==> src/urm_pkg.sv <==
// Package with constants, field positions and types for the UART special line modes
package urm_pkg;

  // Feature control register
  localparam int FEATURE_CONTROL_REGISTER_HALF_DUPLEX_BIT = 3;
  // Setup/hysteresis register fields
  localparam int SHR_SETUP_HI         = 7;
  localparam int SHR_SETUP_LO         = 4;
  localparam int SHR_TURN_HI          = 3;
  localparam int SHR_TURN_LO          = 0;
  // Special function register
  localparam int SFR_ADDR_TX_BIT      = 7;
  localparam int SFR_MULTIDROP_BIT    = 6;
  localparam int SFR_IR_FAST_BIT      = 3;
  // Enhanced function register
  localparam int EFR_SPECIAL_CHAR_BIT = 5;
  localparam int EFR_ENHANCED_BIT     = 4;
  // Interrupt enable, modem control, FIFO control
  localparam int IER_SLEEP_BIT        = 4;
  localparam int MCR_IR_ENABLE_BIT    = 6;
  localparam int FCR_WAKE_INT_BIT     = 3;

  // Timing
  localparam int CLK_PERIOD_NS        = 10;
  localparam int SAMPLES_PER_BIT      = 16;
  localparam int IR_SLOW_SAMPLES      = 3;
  localparam int IR_FAST_SAMPLES      = 4;
  localparam int DELAY_W              = 4;

  // Serial frame
  localparam int DATA_W               = 8;
  localparam int FRAME_BITS           = 11;

  typedef enum logic [2:0] {
    URM_TX_IDLE,
    URM_TX_SETUP,
    URM_TX_SHIFT,
    URM_TX_TURN
  } urm_tx_state_t;

  typedef enum logic [1:0] {
    URM_PWR_RUN,
    URM_PWR_SLEEP
  } urm_pwr_state_t;

endpackage : urm_pkg

==> src/urm_buf2.sv <==
// Two-entry buffer with valid and ready on both sides
`timescale 1ns/10ps
module urm_buf2 #(
  parameter int WIDTH = 9
) (
  input  wire logic             mclk,
  input  wire logic             reset_n,
  input  wire logic [WIDTH-1:0] in_data,
  input  wire logic             in_valid,
  output logic                  in_ready,
  output logic [WIDTH-1:0]      out_data,
  output logic                  out_valid,
  input  wire logic             out_ready
);

  logic [WIDTH-1:0] mem_q [2];
  logic [WIDTH-1:0] mem_d [2];
  logic             rd_q, rd_d, wr_q, wr_d;
  logic [1:0]       cnt_q, cnt_d;
  logic             push, pop;

  assign in_ready  = (cnt_q != 2'h2);
  assign out_valid = (cnt_q != 2'h0);
  assign out_data  = mem_q[rd_q];
  assign push      = in_valid && in_ready;
  assign pop       = out_valid && out_ready;

  always_comb
  begin
    mem_d = mem_q;
    rd_d  = rd_q;
    wr_d  = wr_q;
    cnt_d = cnt_q;
    if (push)
    begin
      mem_d[wr_q] = in_data;
      wr_d        = ~wr_q;
    end
    if (pop)
      rd_d = ~rd_q;
    if (push && !pop)
      cnt_d = cnt_q + 2'h1;
    else if (pop && !push)
      cnt_d = cnt_q - 2'h1;
  end

  always_ff @(posedge mclk)
  begin
    if (!reset_n)
    begin
      mem_q[0] <= '0;
      mem_q[1] <= '0;
      rd_q     <= 1'b0;
      wr_q     <= 1'b0;
      cnt_q    <= 2'h0;
    end
    else
    begin
      mem_q <= mem_d;
      rd_q  <= rd_d;
      wr_q  <= wr_d;
      cnt_q <= cnt_d;
    end
  end

endmodule : urm_buf2

==> src/urm_ir_codec.sv <==
// Infrared pulse encoder and decoder
`timescale 1ns/10ps
module urm_ir_codec (
  input  wire logic mclk,
  input  wire logic reset_n,
  input  wire logic sample_tick,
  input  wire logic bit_start,
  input  wire logic ir_enable,
  input  wire logic ir_fast,
  input  wire logic tx_bit,
  input  wire logic rx_pin,
  output logic      tx_pin_d,
  output logic      rx_bit
);

  logic [4:0] phase_q, phase_d;
  logic [4:0] width;
  logic       rx_stretch_q, rx_stretch_d;
  logic [4:0] rx_cnt_q, rx_cnt_d;

  // Pulse width in sample ticks selects 3/16 or 1/4 of a bit
  assign width = ir_fast ? 5'(urm_pkg::IR_FAST_SAMPLES) : 5'(urm_pkg::IR_SLOW_SAMPLES);

  always_comb
  begin
    phase_d      = phase_q;
    rx_cnt_d     = rx_cnt_q;
    rx_stretch_d = rx_stretch_q;
    if (bit_start)
      phase_d = 5'h00;
    else if (sample_tick && phase_q != 5'h1F)
      phase_d = phase_q + 5'h01;
    // A light pulse on receive holds a zero for one bit time
    if (rx_pin)
    begin
      rx_stretch_d = 1'b1;
      rx_cnt_d     = 5'h00;
    end
    else if (sample_tick && rx_stretch_q)
    begin
      rx_cnt_d = rx_cnt_q + 5'h01;
      if (rx_cnt_q == 5'(urm_pkg::SAMPLES_PER_BIT - 1))
        rx_stretch_d = 1'b0;
    end
  end

  // One HIGH pulse for each zero bit; idle receive level is low
  assign tx_pin_d = ir_enable ? (!tx_bit && phase_q < width) : tx_bit;
  assign rx_bit   = ir_enable ? !rx_stretch_q : rx_pin;

  always_ff @(posedge mclk)
  begin
    if (!reset_n)
    begin
      phase_q      <= 5'h1F;
      rx_stretch_q <= 1'b0;
      rx_cnt_q     <= 5'h00;
    end
    else
    begin
      phase_q      <= phase_d;
      rx_stretch_q <= rx_stretch_d;
      rx_cnt_q     <= rx_cnt_d;
    end
  end

endmodule : urm_ir_codec

==> src/urm_line_modes.sv <==
// UART special line modes: half-duplex direction, multidrop, infrared, sleep
`timescale 1ns/10ps
module urm_line_modes #(
  parameter logic [15:0] DIVISOR_DEFAULT = 16'h0001
) (
  input  wire logic       mclk,
  input  wire logic       reset_n,
  input  wire logic [7:0] feature_control_register,
  input  wire logic [7:0] setup_hysteresis_register,
  input  wire logic [7:0] special_function_register,
  input  wire logic       special_function_write,
  input  wire logic [7:0] enhanced_function_register,
  input  wire logic [7:0] modem_control_register,
  input  wire logic [7:0] interrupt_enable_register,
  input  wire logic [7:0] fifo_control_register,
  input  wire logic [7:0] second_stop_character_register,
  input  wire logic [15:0] divisor,
  input  wire logic       rts_request,
  input  wire logic [7:0] tx_wdata,
  input  wire logic       tx_write,
  output logic            tx_write_ready,
  output logic            rx_valid,
  output logic [7:0]      rx_data,
  output logic            rx_parity_error,
  input  wire logic       rx_ready,
  input  wire logic       rx_fifo_empty,
  input  wire logic       tx_fifo_empty,
  input  wire logic       interrupt_pending,
  input  wire logic [3:0] modem_status_delta,
  input  wire logic [3:0] modem_inputs,
  input  wire logic       receiver_enable_set,
  input  wire logic       receiver_enable_clear,
  input  wire logic       wake_int_service,
  input  wire logic       sleep_pin,
  input  wire logic       rx_pin,
  output logic            tx_pin,
  output logic            rts_pin,
  output logic            tx_empty_event,
  output logic            line_status_event,
  output logic            receiver_enabled,
  output logic            wake_int_flag,
  output logic            osc_stopped
);

  localparam int SPB = urm_pkg::SAMPLES_PER_BIT;

  ////////////////////////////////////////////////////////////////
  // Mode decode
  logic half_duplex, enh, multidrop, auto_addr, ir_en, ir_fast;
  assign half_duplex = feature_control_register[urm_pkg::FEATURE_CONTROL_REGISTER_HALF_DUPLEX_BIT];
  assign enh         = enhanced_function_register[urm_pkg::EFR_ENHANCED_BIT];
  assign multidrop   = enh && special_function_register[urm_pkg::SFR_MULTIDROP_BIT];
  assign auto_addr   = multidrop && enhanced_function_register[urm_pkg::EFR_SPECIAL_CHAR_BIT];
  assign ir_en       = modem_control_register[urm_pkg::MCR_IR_ENABLE_BIT];
  assign ir_fast     = ir_en && enh && special_function_register[urm_pkg::SFR_IR_FAST_BIT];

  ////////////////////////////////////////////////////////////////
  // Sample tick: divisor clocks per sixteenth of a bit
  logic [15:0] div_cnt_q, div_cnt_d;
  logic        tick;
  logic        asleep;
  assign tick = (div_cnt_q == 16'h0001) && !asleep;

  always_comb
  begin
    div_cnt_d = div_cnt_q;
    if (asleep || div_cnt_q <= 16'h0001)
      div_cnt_d = (divisor == 16'h0000) ? DIVISOR_DEFAULT : divisor;
    else
      div_cnt_d = div_cnt_q - 16'h0001;
  end

  always_ff @(posedge mclk)
  begin
    if (!reset_n)
      div_cnt_q <= 16'h0001;
    else
      div_cnt_q <= div_cnt_d;
  end

  ////////////////////////////////////////////////////////////////
  // Transmit path: address marker joins each byte in the buffer
  logic       addr_mark_q, addr_mark_d;
  logic [8:0] tb_data;
  logic       tb_valid, tb_ready;

  urm_buf2 #(.WIDTH(9)) u_txbuf (
    .mclk      (mclk),
    .reset_n   (reset_n),
    .in_data   ({addr_mark_q, tx_wdata}),
    .in_valid  (tx_write),
    .in_ready  (tx_write_ready),
    .out_data  (tb_data),
    .out_valid (tb_valid),
    .out_ready (tb_ready)
  );

  always_comb
  begin
    addr_mark_d = addr_mark_q;
    if (special_function_write && special_function_register[urm_pkg::SFR_ADDR_TX_BIT])
      addr_mark_d = 1'b1;
    else if (tx_write && tx_write_ready)
      addr_mark_d = 1'b0;
  end

  // Transmitter with direction control
  urm_pkg::urm_tx_state_t tx_st_q, tx_st_d;
  logic [10:0] shf_q, shf_d;
  logic [3:0]  bitn_q, bitn_d;
  logic [4:0]  smp_q, smp_d;
  logic [3:0]  dly_q, dly_d;
  logic        bit_start, bit_end, rts_d, tx_bit, tx_pin_d, txe_d, rx_bit;

  assign bit_end   = tick && smp_q == 5'(SPB - 1);
  assign tb_ready  = (tx_st_q == urm_pkg::URM_TX_IDLE) && !sleep_pin;

  always_comb
  begin
    tx_st_d   = tx_st_q;
    shf_d     = shf_q;
    bitn_d    = bitn_q;
    dly_d     = dly_q;
    smp_d     = tick ? ((smp_q == 5'(SPB - 1)) ? 5'h00 : smp_q + 5'h01) : smp_q;
    bit_start = 1'b0;
    txe_d     = 1'b0;
    case (tx_st_q)
      urm_pkg::URM_TX_IDLE:
        if (tb_valid && !sleep_pin)
        begin
          // Ninth bit carries the address marker in the parity slot
          shf_d   = {1'b1, tb_data[8], tb_data[7:0], 1'b0};
          smp_d   = 5'h00;
          dly_d   = setup_hysteresis_register[urm_pkg::SHR_SETUP_HI:urm_pkg::SHR_SETUP_LO];
          tx_st_d = (half_duplex && dly_d != 4'h0) ? urm_pkg::URM_TX_SETUP : urm_pkg::URM_TX_SHIFT;
          bitn_d  = 4'h0;
          bit_start = (tx_st_d == urm_pkg::URM_TX_SHIFT);
        end
      urm_pkg::URM_TX_SETUP:
        if (bit_end)
        begin
          dly_d = dly_q - 4'h1;
          if (dly_q == 4'h1)
          begin
            tx_st_d   = urm_pkg::URM_TX_SHIFT;
            bit_start = 1'b1;
          end
        end
      urm_pkg::URM_TX_SHIFT:
        if (bit_end)
        begin
          bit_start = 1'b1;
          shf_d     = {1'b1, shf_q[10:1]};
          bitn_d    = bitn_q + 4'h1;
          if (bitn_q == 4'(urm_pkg::FRAME_BITS - 1))
          begin
            bit_start = 1'b0;
            txe_d     = !(tb_valid && !sleep_pin);
            dly_d     = setup_hysteresis_register[urm_pkg::SHR_TURN_HI:urm_pkg::SHR_TURN_LO];
            if (tb_valid && !sleep_pin)
              tx_st_d = urm_pkg::URM_TX_IDLE;
            else if (half_duplex && dly_d != 4'h0)
              tx_st_d = urm_pkg::URM_TX_TURN;
            else
              tx_st_d = urm_pkg::URM_TX_IDLE;
          end
        end
      urm_pkg::URM_TX_TURN:
        if (tb_valid && !sleep_pin)
          tx_st_d = urm_pkg::URM_TX_IDLE;
        else if (bit_end)
        begin
          dly_d = dly_q - 4'h1;
          if (dly_q == 4'h1)
            tx_st_d = urm_pkg::URM_TX_IDLE;
        end
      default:
        tx_st_d = urm_pkg::URM_TX_IDLE;
    endcase
    tx_bit = (tx_st_q == urm_pkg::URM_TX_SHIFT) ? shf_q[0] : 1'b1;
    // Direction high while data is buffered or on the line
    if (half_duplex)
      rts_d = tb_valid || (tx_write && tx_write_ready) || (tx_st_d != urm_pkg::URM_TX_IDLE);
    else
      rts_d = rts_request;
  end

  urm_ir_codec u_ir (
    .mclk        (mclk),
    .reset_n     (reset_n),
    .sample_tick (tick),
    .bit_start   (bit_start),
    .ir_enable   (ir_en),
    .ir_fast     (ir_fast),
    .tx_bit      (tx_bit),
    .rx_pin      (rx_pin),
    .tx_pin_d    (tx_pin_d),
    .rx_bit      (rx_bit)
  );

  always_ff @(posedge mclk)
  begin
    if (!reset_n)
    begin
      tx_st_q        <= urm_pkg::URM_TX_IDLE;
      shf_q          <= '1;
      bitn_q         <= 4'h0;
      smp_q          <= 5'h00;
      dly_q          <= 4'h0;
      addr_mark_q    <= 1'b0;
      tx_pin         <= 1'b1;
      rts_pin        <= 1'b0;
      tx_empty_event <= 1'b0;
    end
    else
    begin
      tx_st_q        <= tx_st_d;
      shf_q          <= shf_d;
      bitn_q         <= bitn_d;
      smp_q          <= smp_d;
      dly_q          <= dly_d;
      addr_mark_q    <= addr_mark_d;
      tx_pin         <= tx_pin_d;
      rts_pin        <= rts_d;
      // Shift-register empty in half-duplex, holding empty otherwise
      tx_empty_event <= half_duplex ? txe_d : (tb_valid && tb_ready && !tx_write);
    end
  end

  ////////////////////////////////////////////////////////////////
  // Receiver with multidrop filtering
  logic [9:0] rsh_q, rsh_d;
  logic [3:0] rbit_q, rbit_d;
  logic [4:0] rsmp_q, rsmp_d;
  logic       rbusy_q, rbusy_d, rprev_q, ren_q, ren_d;
  logic       rv_d, rpe_d, lse_d, rx_start_edge;
  logic [7:0] rd_d;
  logic       frame_done;

  assign rx_start_edge = rprev_q && !rx_bit && !rbusy_q;
  assign frame_done    = rbusy_q && tick && rsmp_q == 5'(SPB - 1) && rbit_q == 4'(urm_pkg::FRAME_BITS - 2);

  always_comb
  begin
    rsh_d   = rsh_q;
    rbit_d  = rbit_q;
    rsmp_d  = rsmp_q;
    rbusy_d = rbusy_q;
    ren_d   = ren_q;
    rv_d    = 1'b0;
    rpe_d   = 1'b0;
    rd_d    = rsh_q[8:1];
    lse_d   = 1'b0;
    if (rx_start_edge && !sleep_pin)
    begin
      rbusy_d = 1'b1;
      rbit_d  = 4'h0;
      rsmp_d  = 5'(SPB / 2);
    end
    else if (rbusy_q && tick)
    begin
      rsmp_d = rsmp_q + 5'h01;
      if (rsmp_q == 5'(SPB - 1))
      begin
        rsmp_d = 5'h00;
        rsh_d  = {rx_bit, rsh_q[9:1]};
        rbit_d = rbit_q + 4'h1;
      end
    end
    if (frame_done)
    begin
      rbusy_d = 1'b0;
      rd_d    = rsh_d[8:1];
      if (!multidrop)
        rv_d = 1'b1;
      else if (auto_addr)
      begin
        if (rsh_d[9] && rsh_d[8:1] == second_stop_character_register)
        begin
          ren_d = 1'b1;
          rv_d  = 1'b1;
          rpe_d = 1'b1;
          lse_d = 1'b1;
        end
        else if (rsh_d[9])
          ren_d = 1'b0;
        else
          rv_d = ren_q;
      end
      else
      begin
        // Address bytes always stored and reported; data only when enabled
        rv_d  = rsh_d[9] || ren_q;
        rpe_d = rsh_d[9];
        lse_d = rsh_d[9];
      end
    end
    if (!auto_addr)
    begin
      if (receiver_enable_set)
        ren_d = 1'b1;
      else if (receiver_enable_clear)
        ren_d = 1'b0;
    end
  end

  always_ff @(posedge mclk)
  begin
    if (!reset_n)
    begin
      rsh_q             <= '0;
      rbit_q            <= 4'h0;
      rsmp_q            <= 5'h00;
      rbusy_q           <= 1'b0;
      rprev_q           <= 1'b1;
      ren_q             <= 1'b0;
      rx_valid          <= 1'b0;
      rx_data           <= 8'h00;
      rx_parity_error   <= 1'b0;
      line_status_event <= 1'b0;
      receiver_enabled  <= 1'b0;
    end
    else
    begin
      rsh_q             <= rsh_d;
      rbit_q            <= rbit_d;
      rsmp_q            <= rsmp_d;
      rbusy_q           <= rbusy_d;
      rprev_q           <= rx_bit;
      ren_q             <= ren_d;
      rx_valid          <= rv_d || (rx_valid && !rx_ready);
      rx_data           <= rv_d ? rd_d : rx_data;
      rx_parity_error   <= rv_d ? rpe_d : rx_parity_error;
      line_status_event <= lse_d;
      receiver_enabled  <= ren_d;
    end
  end

  ////////////////////////////////////////////////////////////////
  // Sleep control and wake-up flag
  urm_pkg::urm_pwr_state_t pwr_q, pwr_d;
  logic       reg_sleep_ok, pin_sleep_ok, wake_ev, wake_d;
  logic [3:0] mdm_prev_q;
  assign asleep = (pwr_q == urm_pkg::URM_PWR_SLEEP);

  assign reg_sleep_ok = !interrupt_pending && interrupt_enable_register[urm_pkg::IER_SLEEP_BIT]
                        && modem_status_delta == 4'h0 && !rbusy_q && (rx_pin == !ir_en)
                        && divisor != 16'h0000 && tx_fifo_empty && rx_fifo_empty
                        && !tb_valid && tx_st_q == urm_pkg::URM_TX_IDLE;
  assign pin_sleep_ok = sleep_pin && !rbusy_q && tx_st_q == urm_pkg::URM_TX_IDLE;
  assign wake_ev      = rx_start_edge || tx_write || (modem_inputs != mdm_prev_q);

  always_comb
  begin
    pwr_d  = pwr_q;
    wake_d = wake_int_flag;
    case (pwr_q)
      urm_pkg::URM_PWR_RUN:
        if (pin_sleep_ok || (reg_sleep_ok && !sleep_pin))
          pwr_d = urm_pkg::URM_PWR_SLEEP;
      urm_pkg::URM_PWR_SLEEP:
        // Pin sleep ends only on release; register sleep ends on any wake source
        if (sleep_pin ? 1'b0 : (wake_ev || !interrupt_enable_register[urm_pkg::IER_SLEEP_BIT]
                                || !reg_sleep_ok))
          pwr_d = urm_pkg::URM_PWR_RUN;
      default:
        pwr_d = urm_pkg::URM_PWR_RUN;
    endcase
    if (wake_int_service)
      wake_d = 1'b0;
    if (asleep && pwr_d == urm_pkg::URM_PWR_RUN && fifo_control_register[urm_pkg::FCR_WAKE_INT_BIT])
      wake_d = 1'b1;
  end

  always_ff @(posedge mclk)
  begin
    if (!reset_n)
    begin
      pwr_q         <= urm_pkg::URM_PWR_RUN;
      mdm_prev_q    <= 4'h0;
      wake_int_flag <= 1'b0;
      osc_stopped   <= 1'b0;
    end
    else
    begin
      pwr_q         <= pwr_d;
      mdm_prev_q    <= modem_inputs;
      wake_int_flag <= wake_d;
      osc_stopped   <= (pwr_d == urm_pkg::URM_PWR_SLEEP);
    end
  end

endmodule : urm_line_modes

==> config.mk <==
export PLATFORM = sky130hd
export DESIGN_NAME = urm_line_modes
export DESIGN_NICKNAME = d
export VERILOG_FILES = /design/src/urm_pkg.sv /design/src/urm_buf2.sv /design/src/urm_ir_codec.sv /design/src/urm_line_modes.sv
export SDC_FILE = /design/constraint.sdc
export NUM_CORES = 1
export LEC_CHECK = 0
export ABC_AREA = 1
export ABC_CLOCK_PERIOD_IN_PS = 4600
export BUFFER_PORTS_ARGS = -buffer_cell sky130_fd_sc_hd__buf_2
export CORE_ASPECT_RATIO = 0.8
export CORE_MARGIN = 2
export CORE_UTILIZATION = 59
export CTS_CLUSTER_SIZE = 30
export DETAILED_ROUTE_END_ITERATION = 10
export PLACE_DENSITY = 0.86
export RECOVER_POWER = 25
export SYNTH_ARGS = -nofsm -noshare
export SYNTH_HDL_FRONTEND = slang
export SYNTH_SLANG_ARGS = --single-unit
==> constraint.sdc <==
create_clock -name mclk -period 4.6 [get_ports mclk]
set_input_delay 0 -clock mclk [delete_from_list [all_inputs] [get_ports mclk]]
set_output_delay 0 -clock mclk [all_outputs]
set_load 0.02 [all_outputs]
# Yosys cells after proc, flatten, opt, wreduce, memory -nomap -nowiden
# Index checks and enable logic that the tools add are counted.
# classes
reduce_logical,95
eq_ne,22
add_sub_neg,10
multipliers,0
muxes,88
order_cmp,5
shift,0
bitwise_logic,6
n_div,0
# ops
cell,n
logical AND 1 bit,42
two-way mux 1 bit,36
two-way mux 4 bit,9
two-way mux 9 bit,4
two-way mux 5 bit,7
two-way mux 16 bit,2
two-way mux 10 bit,3
two-way mux 3 bit,9
two-way mux 11 bit,2
case mux 11 bit (2 select lines),1
adder 5 x 1 -> 5 bit (second input constant),4
bitwise mux 18 bit,1
nonzero test 2 bit,9
equality test 16 x 1 -> 1 bit (second input constant),1
less-or-equal comparator 16 x 1 -> 1 bit (second input constant),1
zero test 1 bit,16
zero test 16 bit,1
case mux 4 bit (4 select lines),1
nonzero test 16 bit,1
subtractor 16 x 1 -> 16 bit (second input constant),1
equality test 5 x 4 -> 1 bit (second input constant),3
two-way mux 2 bit,7
case mux 3 bit (4 select lines),1
nonzero test 4 bit,3
other kinds (34),61
# word_totals
n_memories,0
wordCells,260
ram_bits,0
inputBits,110
romBits,0
regBits,121
latchBits,0

# Depth between registers and ports, before layout
# Gate-level depths: netlist (run 1).
# depth
ltp_word,19
depth_mapped,20

# Hierarchy
# A second synthesis (run 1) with hierarchy kept.
# hier_totals
hier_cells,908
area_unflattened_um2,6259.8
# modules_own_cells
mod,area_each_um2,n_inst,cells_each
urm_line_modes,4573.1,1,652
urm_buf2,1063.5,1,165
urm_ir_codec,623.1,1,91

# Least setup slack after synthesis (run 1)
# OpenSTA, ideal clock, no wires.
# synth_timing
path_kind,register to register
from,register rsmp_q[0]
to,register rx_data[0]
path_stages_with_launch,19
arrival_time_ns,2.067
setup_slack_ns,2.421
path_buffers,2
setup_ns,0.112
cell_sequence,dfxtp_1 -> ha_1 -> nand2_1 -> nor2_1 -> nand2_1 -> clkbuf_1 -> o21ai_0 -> nand3_2 -> nand2_2 -> inv_1 -> nand2_1 -> o211ai_1 -> nor2_2 -> nand3_2 -> nand3_2 -> nand2_4 -> buf_8 -> nor2_2 -> nor2_1
# synth_via
elab_chain_cells,10
elab_cells_between_ends,15
cone_classes,eq/ne: 2; mux: 9; reduce/logical: 4
# synth_rtl
element,line_no,source
from (decl),urm_line_modes.sv:234,"logic [4:0] rsmp_q, rsmp_d;"
from (signal assigned),urm_line_modes.sv:327,rsmp_q <= rsmp_d;
equality test 5 x 4 -> 1 bit *,"urm_line_modes.sv:241, urm_line_modes.sv:263",
two-way mux 10 bit,urm_line_modes.sv:263,if (rsmp_q == 5'(SPB - 1))
two-way mux 10 bit,urm_line_modes.sv:260,else if (rbusy_q && tick)
two-way mux 10 bit,urm_line_modes.sv:254,if (rx_start_edge && !sleep_pin)
equality test 8 bit,urm_line_modes.sv:278,if (rsh_d[9] && rsh_d[8:1] == second_stop_character_register)
logical AND 1 bit,urm_line_modes.sv:278,
two-way mux 1 bit,urm_line_modes.sv:278,
two-way mux 1 bit,urm_line_modes.sv:276,else if (auto_addr)
two-way mux 1 bit,urm_line_modes.sv:274,if (!multidrop)
two-way mux 1 bit,urm_line_modes.sv:270,if (frame_done)
to (signal assigned),urm_line_modes.sv:332,rx_data <= rv_d ? rd_d : rx_data;
to (decl),urm_line_modes.sv:23,"output logic [7:0] rx_data,"
# Every way passes the cells marked *; elsewhere a longest branch is shown, timed or not.
# A chain may end at the register's enable or synchronous reset.

# Worst setup path after layout (run 1)
# layout_timing
from,register div_cnt_q[0]
to,register ren_q
# layout_via
elab_chain_cells,14
elab_cells_between_ends,17
cone_classes,eq/ne: 2; mux: 10; reduce/logical: 5
# layout_rtl
element,line_no,source
from (decl),urm_line_modes.sv:59,"logic [15:0] div_cnt_q, div_cnt_d;"
from (signal assigned),urm_line_modes.sv:78,div_cnt_q <= div_cnt_d;
equality test 16 x 1 -> 1 bit *,urm_line_modes.sv:62,assign tick = (div_cnt_q == 16'h0001) && !asleep;
logical AND 1 bit *,urm_line_modes.sv:62,
logical AND 1 bit *,"urm_line_modes.sv:241, urm_line_modes.sv:260",
two-way mux 10 bit,urm_line_modes.sv:260,
two-way mux 10 bit,urm_line_modes.sv:254,
equality test 8 bit,urm_line_modes.sv:278,
logical AND 1 bit,urm_line_modes.sv:278,
two-way mux 1 bit,urm_line_modes.sv:278,
two-way mux 1 bit,urm_line_modes.sv:276,
two-way mux 1 bit,urm_line_modes.sv:274,
two-way mux 1 bit *,urm_line_modes.sv:270,
two-way mux 1 bit,urm_line_modes.sv:302,else if (receiver_enable_clear)
two-way mux 1 bit,urm_line_modes.sv:300,if (receiver_enable_set)
two-way mux 1 bit *,urm_line_modes.sv:298,if (!auto_addr)
to (signal assigned),urm_line_modes.sv:330,ren_q <= ren_d;
to (decl),urm_line_modes.sv:235,"logic rbusy_q, rbusy_d, rprev_q, ren_q, ren_d;"
# Marks and branches as above.

==> qor.txt, run 1 <==
crit end category = register
crit path time final = 3380 ps
critical path class = register to register
mean number of vias per cell = 5.24
Die Span X = 116 um
synth cell count leaders = nand2_1 (128), inv_1 (125), dfxtp_1 (119)
main flop type after synthesis = dfxtp_1
final core utilization = 76.6%
dpl cell area = 6460 um2
CTS buffer count = 17
RSZ-0062 raised after global routing = no
io pins = 128
total wire length = 14900 um
clock sinks = 119
DRT Pass-1 Iters = 5
Rel. slew slack = 36.2%
die height = 93.8 um
Post-synth EDFFs = 0
Setup Total Neg Slack = 0 ps
CTS HTree Levels = 4
Worst-Margin Slew = 953 ps
post-route cell area = 7450 um2
antenna diode count = 0
Total GRT Usage = 28.9%
per-cell routed wire length = 13.5 um
pin count of the biggest net entering global routing = 62
CTS tree = built
Post-DRT Antenna Nets = 0
post-CTS resize count = 0
Synth Register Bits = 119
share of post-route cells with drive strength above 1 = 13.7%
worst hold path class = input pin to register
Mapped Cells = 825
post-CTS setup buffer count = 0
port bufs = 88
# nets final = 1086
Critical Path Source Type = register
initial antenna violation count = 0
fill count = 703
share of async-settable or async-resettable flops after synthesis = 0%
1st-iter DRT viols = 307
number of global-route vias before repair = 5651
biggest area consumer among synthesized cells = dfxtp_1
max_cap viols = 0
Reg clk slew, reported paths = 60 ps
power consumption = 3340 uW
Initial Util = 61.1%
peak supply drop = 370 uV
P&R area growth vs syn = 25.4%
status = finished clean
Final Max Tran Viols = 0
clock skew = 6.89 ps
Worst EP required = 4960 ps
RD Place Congestion = 0.879
post-synthesis sequential area ratio = 40.1%
most frequent cell after synthesis = nand2_1
die area = 10900 um2
post-synth cell types = 51
# setup viols final = 0
first-pass GRT wire length = 24700 um
vias post-DR = 5811
PD cells = 448 nW/um2
Post-Syn Area = 5940 um2
r2r setup slk = 1220 ps
GR Overflow Total = 0
Max Clk Rate = 296 MHz
Tcrit/Tclk final = 73.5%
clock buffer depth = 2
Syn. warnings = 0
syn avg cell area = 7.21 um2
post-synth top area share = 40.1%
clk_lat worst skew = 420 ps
Critical Path Fanout Max = 14
DRC Markers = 0
Core Rows = 32
Worst Path Arrival = 3740 ps
DPL Wire Length = 9580 um
final hold vios = 0
largest cells by area after synthesis = dfxtp_1 (40%), nand2_1 (8.1%), inv_1 (7.9%), nor2_1 (6.9%), o21ai_0 (5.6%)
Leak Pwr = 0.00346 uW
Root Driver = clkbuf_16
core area = 9730 um2
[cell type report]
class / count / area [um2] / area share (%)
flip-flops and latches: 119 / 2380 / 32.0
inverters: 127 / 477 / 6.40
repair buffers: 139 / 911 / 12.2
well taps: 136 / 170 / 2.28
clock buffers: 17 / 425 / 5.71
multi-input cells: 555 / 2930 / 39.3
clock inverters: 15 / 156 / 2.10
[placed cells by master, fill, tap and decap left out, types with 3 or more instances in the layout]
cell,synthesis,final
inv_1,125,126
xnor2_1,9,9
nor2_4,5,3
xor2_1,11,11
a211oi_1,14,14
clkbuf_1,18,22
a21oi_1,61,61
o211ai_1,7,7
nor4_1,8,8
o31ai_1,9,9
clkbuf_16,0,17
buf_2,4,67
a31oi_1,6,6
clkinv_2,0,3
nand2_1,128,128
o22ai_1,3,3
nand2_2,7,7
nand3_2,5,5
nand3_1,33,33
nor3_1,9,9
nand3b_1,3,3
o21ai_0,66,66
ha_1,17,17
nand4_1,5,6
clkinvlp_4,0,5
buf_4,0,3
nor2_2,13,12
dlygate4sd3_1,0,47
clkinv_4,0,4
dfxtp_1,119,119
nor2_1,109,112
[path summary, 6_finish.rpt]
kind,start,endpoint,depth (start not counted)
hold / removal,tx_write,rts_pin,3
setup reg to reg,div_cnt_q[0],ren_q,16
setup / recovery,div_cnt_q[0],ren_q,16
hold reg to reg,u_txbuf.mem_q[17],u_txbuf.mem_q[17],2
[per-stage QoR]
stage	instances	worst slack, ps	hold slack (ps)
2_1_floorplan	826	2420	93.5
3_3_place_gp	1029	1960	208
3_5_place_dp	1029	1870	209
4_1_cts	1108	1540	9.88
5_1_grt	1108	940	18.8
6_report	1108	1220	22.5
[sequential cells by signal (all words and copies together) (netlist names), 4 cells and up]
name,cells
bitn_q,4
div_cnt_q,16
dly_q,4
mdm_prev_q,4
rbit_q,4
rsh_q,9
rsmp_q,5
rx_data,8
shf_q,10
smp_q,5
u_ir.phase_q,5
u_ir.rx_cnt_q,5
u_txbuf.mem_q,18
[cell families after synthesis]
family	share of synthesized area, %
fa+ha+maj	3.58
flops	40.1
xor+xnor	2.95
buf+inv	10.1
simple gates	25.7
compound gates	17.5
other cells	0.0631
[worst max-delay path, stage by stage (launching register included)]
cell and delay (ps):
dfxtp_1 370, ha_1 160, nand2_1 70, nor2_1 190
nand4_1 560, inv_1 440, nand2_1 110, nand2_1 140
o21ai_0 100, inv_1 60, nand2_1 50, nor2_2 110
nand2_1 70, nand3_1 80, o211ai_1 90, a21oi_1 150
dlygate4sd3_1 580
[repair_timing]
action	4_1_cts	5_1_grt
hold buffers	47	0
endpoints found under the hold margin	53	0
setup endpoints to repair	0	0
[layer usage]
| layer | GRT usage [%] | share of wire, % | vias up |
|---|---|---|---|
| met4 | 13.8 | 2.1 | 0 |
| met3 | 7.61 | 5.5 | 24 |
| met2 | 47.5 | 47 | 171 |
| met5 | 0 | 0 | - |
| li1 | - | - | 2970 |
| met1 | 35.1 | 45 | 2646 |
[report_power, final]
part	leakage [uW]	switching, uW	internal (uW)
Combinational	0.00222	471	300
Clock	0.000271	491	796
Sequential	0.000973	106	1170
Power figures use the tool's default switching activity.
==> run 2, diff against run 1 <==
--- a/config.mk
+++ b/config.mk
@@ -6,14 +6,14 @@
 export NUM_CORES = 1
 export LEC_CHECK = 0
 export ABC_AREA = 1
-export ABC_CLOCK_PERIOD_IN_PS = 4600
+export ABC_CLOCK_PERIOD_IN_PS = 3080
 export BUFFER_PORTS_ARGS = -buffer_cell sky130_fd_sc_hd__buf_2
 export CORE_ASPECT_RATIO = 0.8
 export CORE_MARGIN = 2
-export CORE_UTILIZATION = 59
+export CORE_UTILIZATION = 49
 export CTS_CLUSTER_SIZE = 30
 export DETAILED_ROUTE_END_ITERATION = 10
-export PLACE_DENSITY = 0.86
+export PLACE_DENSITY = 0.76
 export RECOVER_POWER = 25
 export SYNTH_ARGS = -nofsm -noshare
 export SYNTH_HDL_FRONTEND = slang
==> constraint.sdc (replaced) <==
create_clock -name mclk -period 3.08 [get_ports mclk]
set_input_delay 0 -clock mclk [delete_from_list [all_inputs] [get_ports mclk]]
set_output_delay 0 -clock mclk [all_outputs]
set_load 0.02 [all_outputs]
==> qor.txt, run 2 (synthesized netlist as in run 1, its figures left out) <==
status = finished clean
GR Overflow Total = 0
pin count of the biggest net entering global routing = 61
r2r setup slk = 300 ps
# setup viols final = 0
peak supply drop = 619 uV
final worst slack = 295 ps
per-cell routed wire length = 13.3 um
Min-Delay Startpoint = sleep_pin
Reg clk slew, reported paths = 50 ps
RSZ-0062 raised after global routing = no
1st-iter DRT viols = 381
first-pass GRT wire length = 24600 um
Non-Filler Instances = 1119
Critical Path Source Type = register
Worst Path Arrival = 3140 ps
Post-DRT Antenna Nets = 0
Die Span X = 127 um
post-CTS setup buffer count = 0
Worst-Margin Slew = 832 ps
routed wl met2 = 6820 um
clock skew = 7.35 ps
Setup Total Neg Slack = 0 ps
RD Place Congestion = 0.851
crit path launch = div_cnt_q[0]
worst hold path class = input pin to register
die area = 13000 um2
CTS tree = built
Worst EP required = 3440 ps
crit path time final = 2780 ps
core area = 11700 um2
clk_lat worst skew = 410 ps
mean number of vias per cell = 5.18
io pins = 128
DR WL met3 = 796 um
clock sinks = 119
R2R Path Start = div_cnt_q[0]
M1 WL = 7080 um
initial antenna violation count = 0
die height = 103 um
Inst Count DP = 1041
# nets final = 1085
commonest cells after routing, fill and taps aside = nand2_1 (127), inv_1 (125), dfxtp_1 (119), nor2_1 (108), o21ai_0 (66)
Biggest register = u_txbuf.mem_q
Tcrit/Tclk final = 90.4%
total wire length = 14900 um
largest registers = u_txbuf.mem_q: 18 flops, div_cnt_q: 16 flops, shf_q: 10 flops
max_cap viols = 0
CTS buffer count = 17
port bufs = 88
crit end category = register
CTS HTree Levels = 4
Max Clk Rate = 359 MHz
most common library cell in the layout ignoring fill and taps = nand2_1
antenna diode count = 0
Place WS = 436 ps
DRT Pass-1 Iters = 6
number of global-route vias before repair = 5462
Initial Util = 50.8%
Critical Path Fanout Max = 12
Final Max Tran Viols = 0
critical path class = register to register
Largest register FFs = 18
Root Driver = clkbuf_16
P&R area growth vs syn = 27.3%
Core Rows = 35
vias post-DR = 5802
DPL Wire Length = 9630 um
DR top layer = met4
final hold vios = 0
Leak Pwr = 0.00351 uW
DRC Markers = 0
Rel. slew slack = 44.5%
share of post-route cells with drive strength above 1 = 14.0%
Total GRT Usage = 23.5%
PD cells = 695 nW/um2
clock buffer depth = 2
fill count = 997
[run 2: cell count changes in the layout (fill, tap and decap cells not counted), sizes merged]
cell and change:
clkinvlp -5, bufinv +3, inv -1, clkbuf +7, dlygate4sd3 -1, clkinv -3, buf -1
[run 2: layer usage]
layer | global-route usage (%) | vias up
met5 | 0 | -
met4 | 7.95 | 0
met3 | 6.07 | 29
met2 | 40.0 | 172
met1 | 29.5 | 2634
li1 | - | 2967
[run 2: area by class of cell]
| type | count | area, um2 | area share (%) |
|---|---|---|---|
| clock buffer | 23 | 478 | 6.32 |
| clock inverter | 9 | 170 | 2.25 |
| inverter | 127 | 477 | 6.30 |
| multi-input combinational | 555 | 2970 | 39.3 |
| sequential | 119 | 2380 | 31.5 |
| tap | 148 | 185 | 2.45 |
| timing repair buffer | 138 | 902 | 11.9 |
[run 2: final timing paths]
kind	to	cells after the start
worst max-delay path	ren_q	16
worst min-delay path	rsmp_q[3]	4
worst max register to register	ren_q	16
worst min register to register	u_txbuf.mem_q[15]	2
[run 2: power breakdown]
group | internal, uW | switching, uW
clock network | 1490 | 676
logic | 456 | 726
registers | 1750 | 158
[run 2: per-stage QoR]
step           total power, uW  hold WS [ps]  utilization [%]  instance area, um2
6_report                  5260          20.4             64.7                7570
5_1_grt                   5530          33.7             64.7                7570
4_1_cts                   5260         0.312             64.9                7590
3_5_place_dp              3040           205             55.4                6480
3_3_place_gp              3010           195             55.4                6480
2_1_floorplan             2770          93.5                -                5950
[run 2: repair_timing]
item                       in CTS  in global routing
hold endpoints to repair       53                  0
resized for setup               0                  3
hold buffers                   46                  0
setup endpoints to repair       0                  3
[run 2: worst max-delay path, stage by stage, from the launching register on]
cell           delay [ps]
dfxtp_1               370
ha_1                  160
nand2_1               110
nor2_4                160
nand2_2                90
nor2_4                290
nand3_1               150
nand2_2               160
o21ai_0                90
inv_1                  60
nand2_1                50
nor2_2                120
nand2_1                70
nand3_1                60
o211ai_1               80
a21oi_1               130
dlygate4sd3_1         570
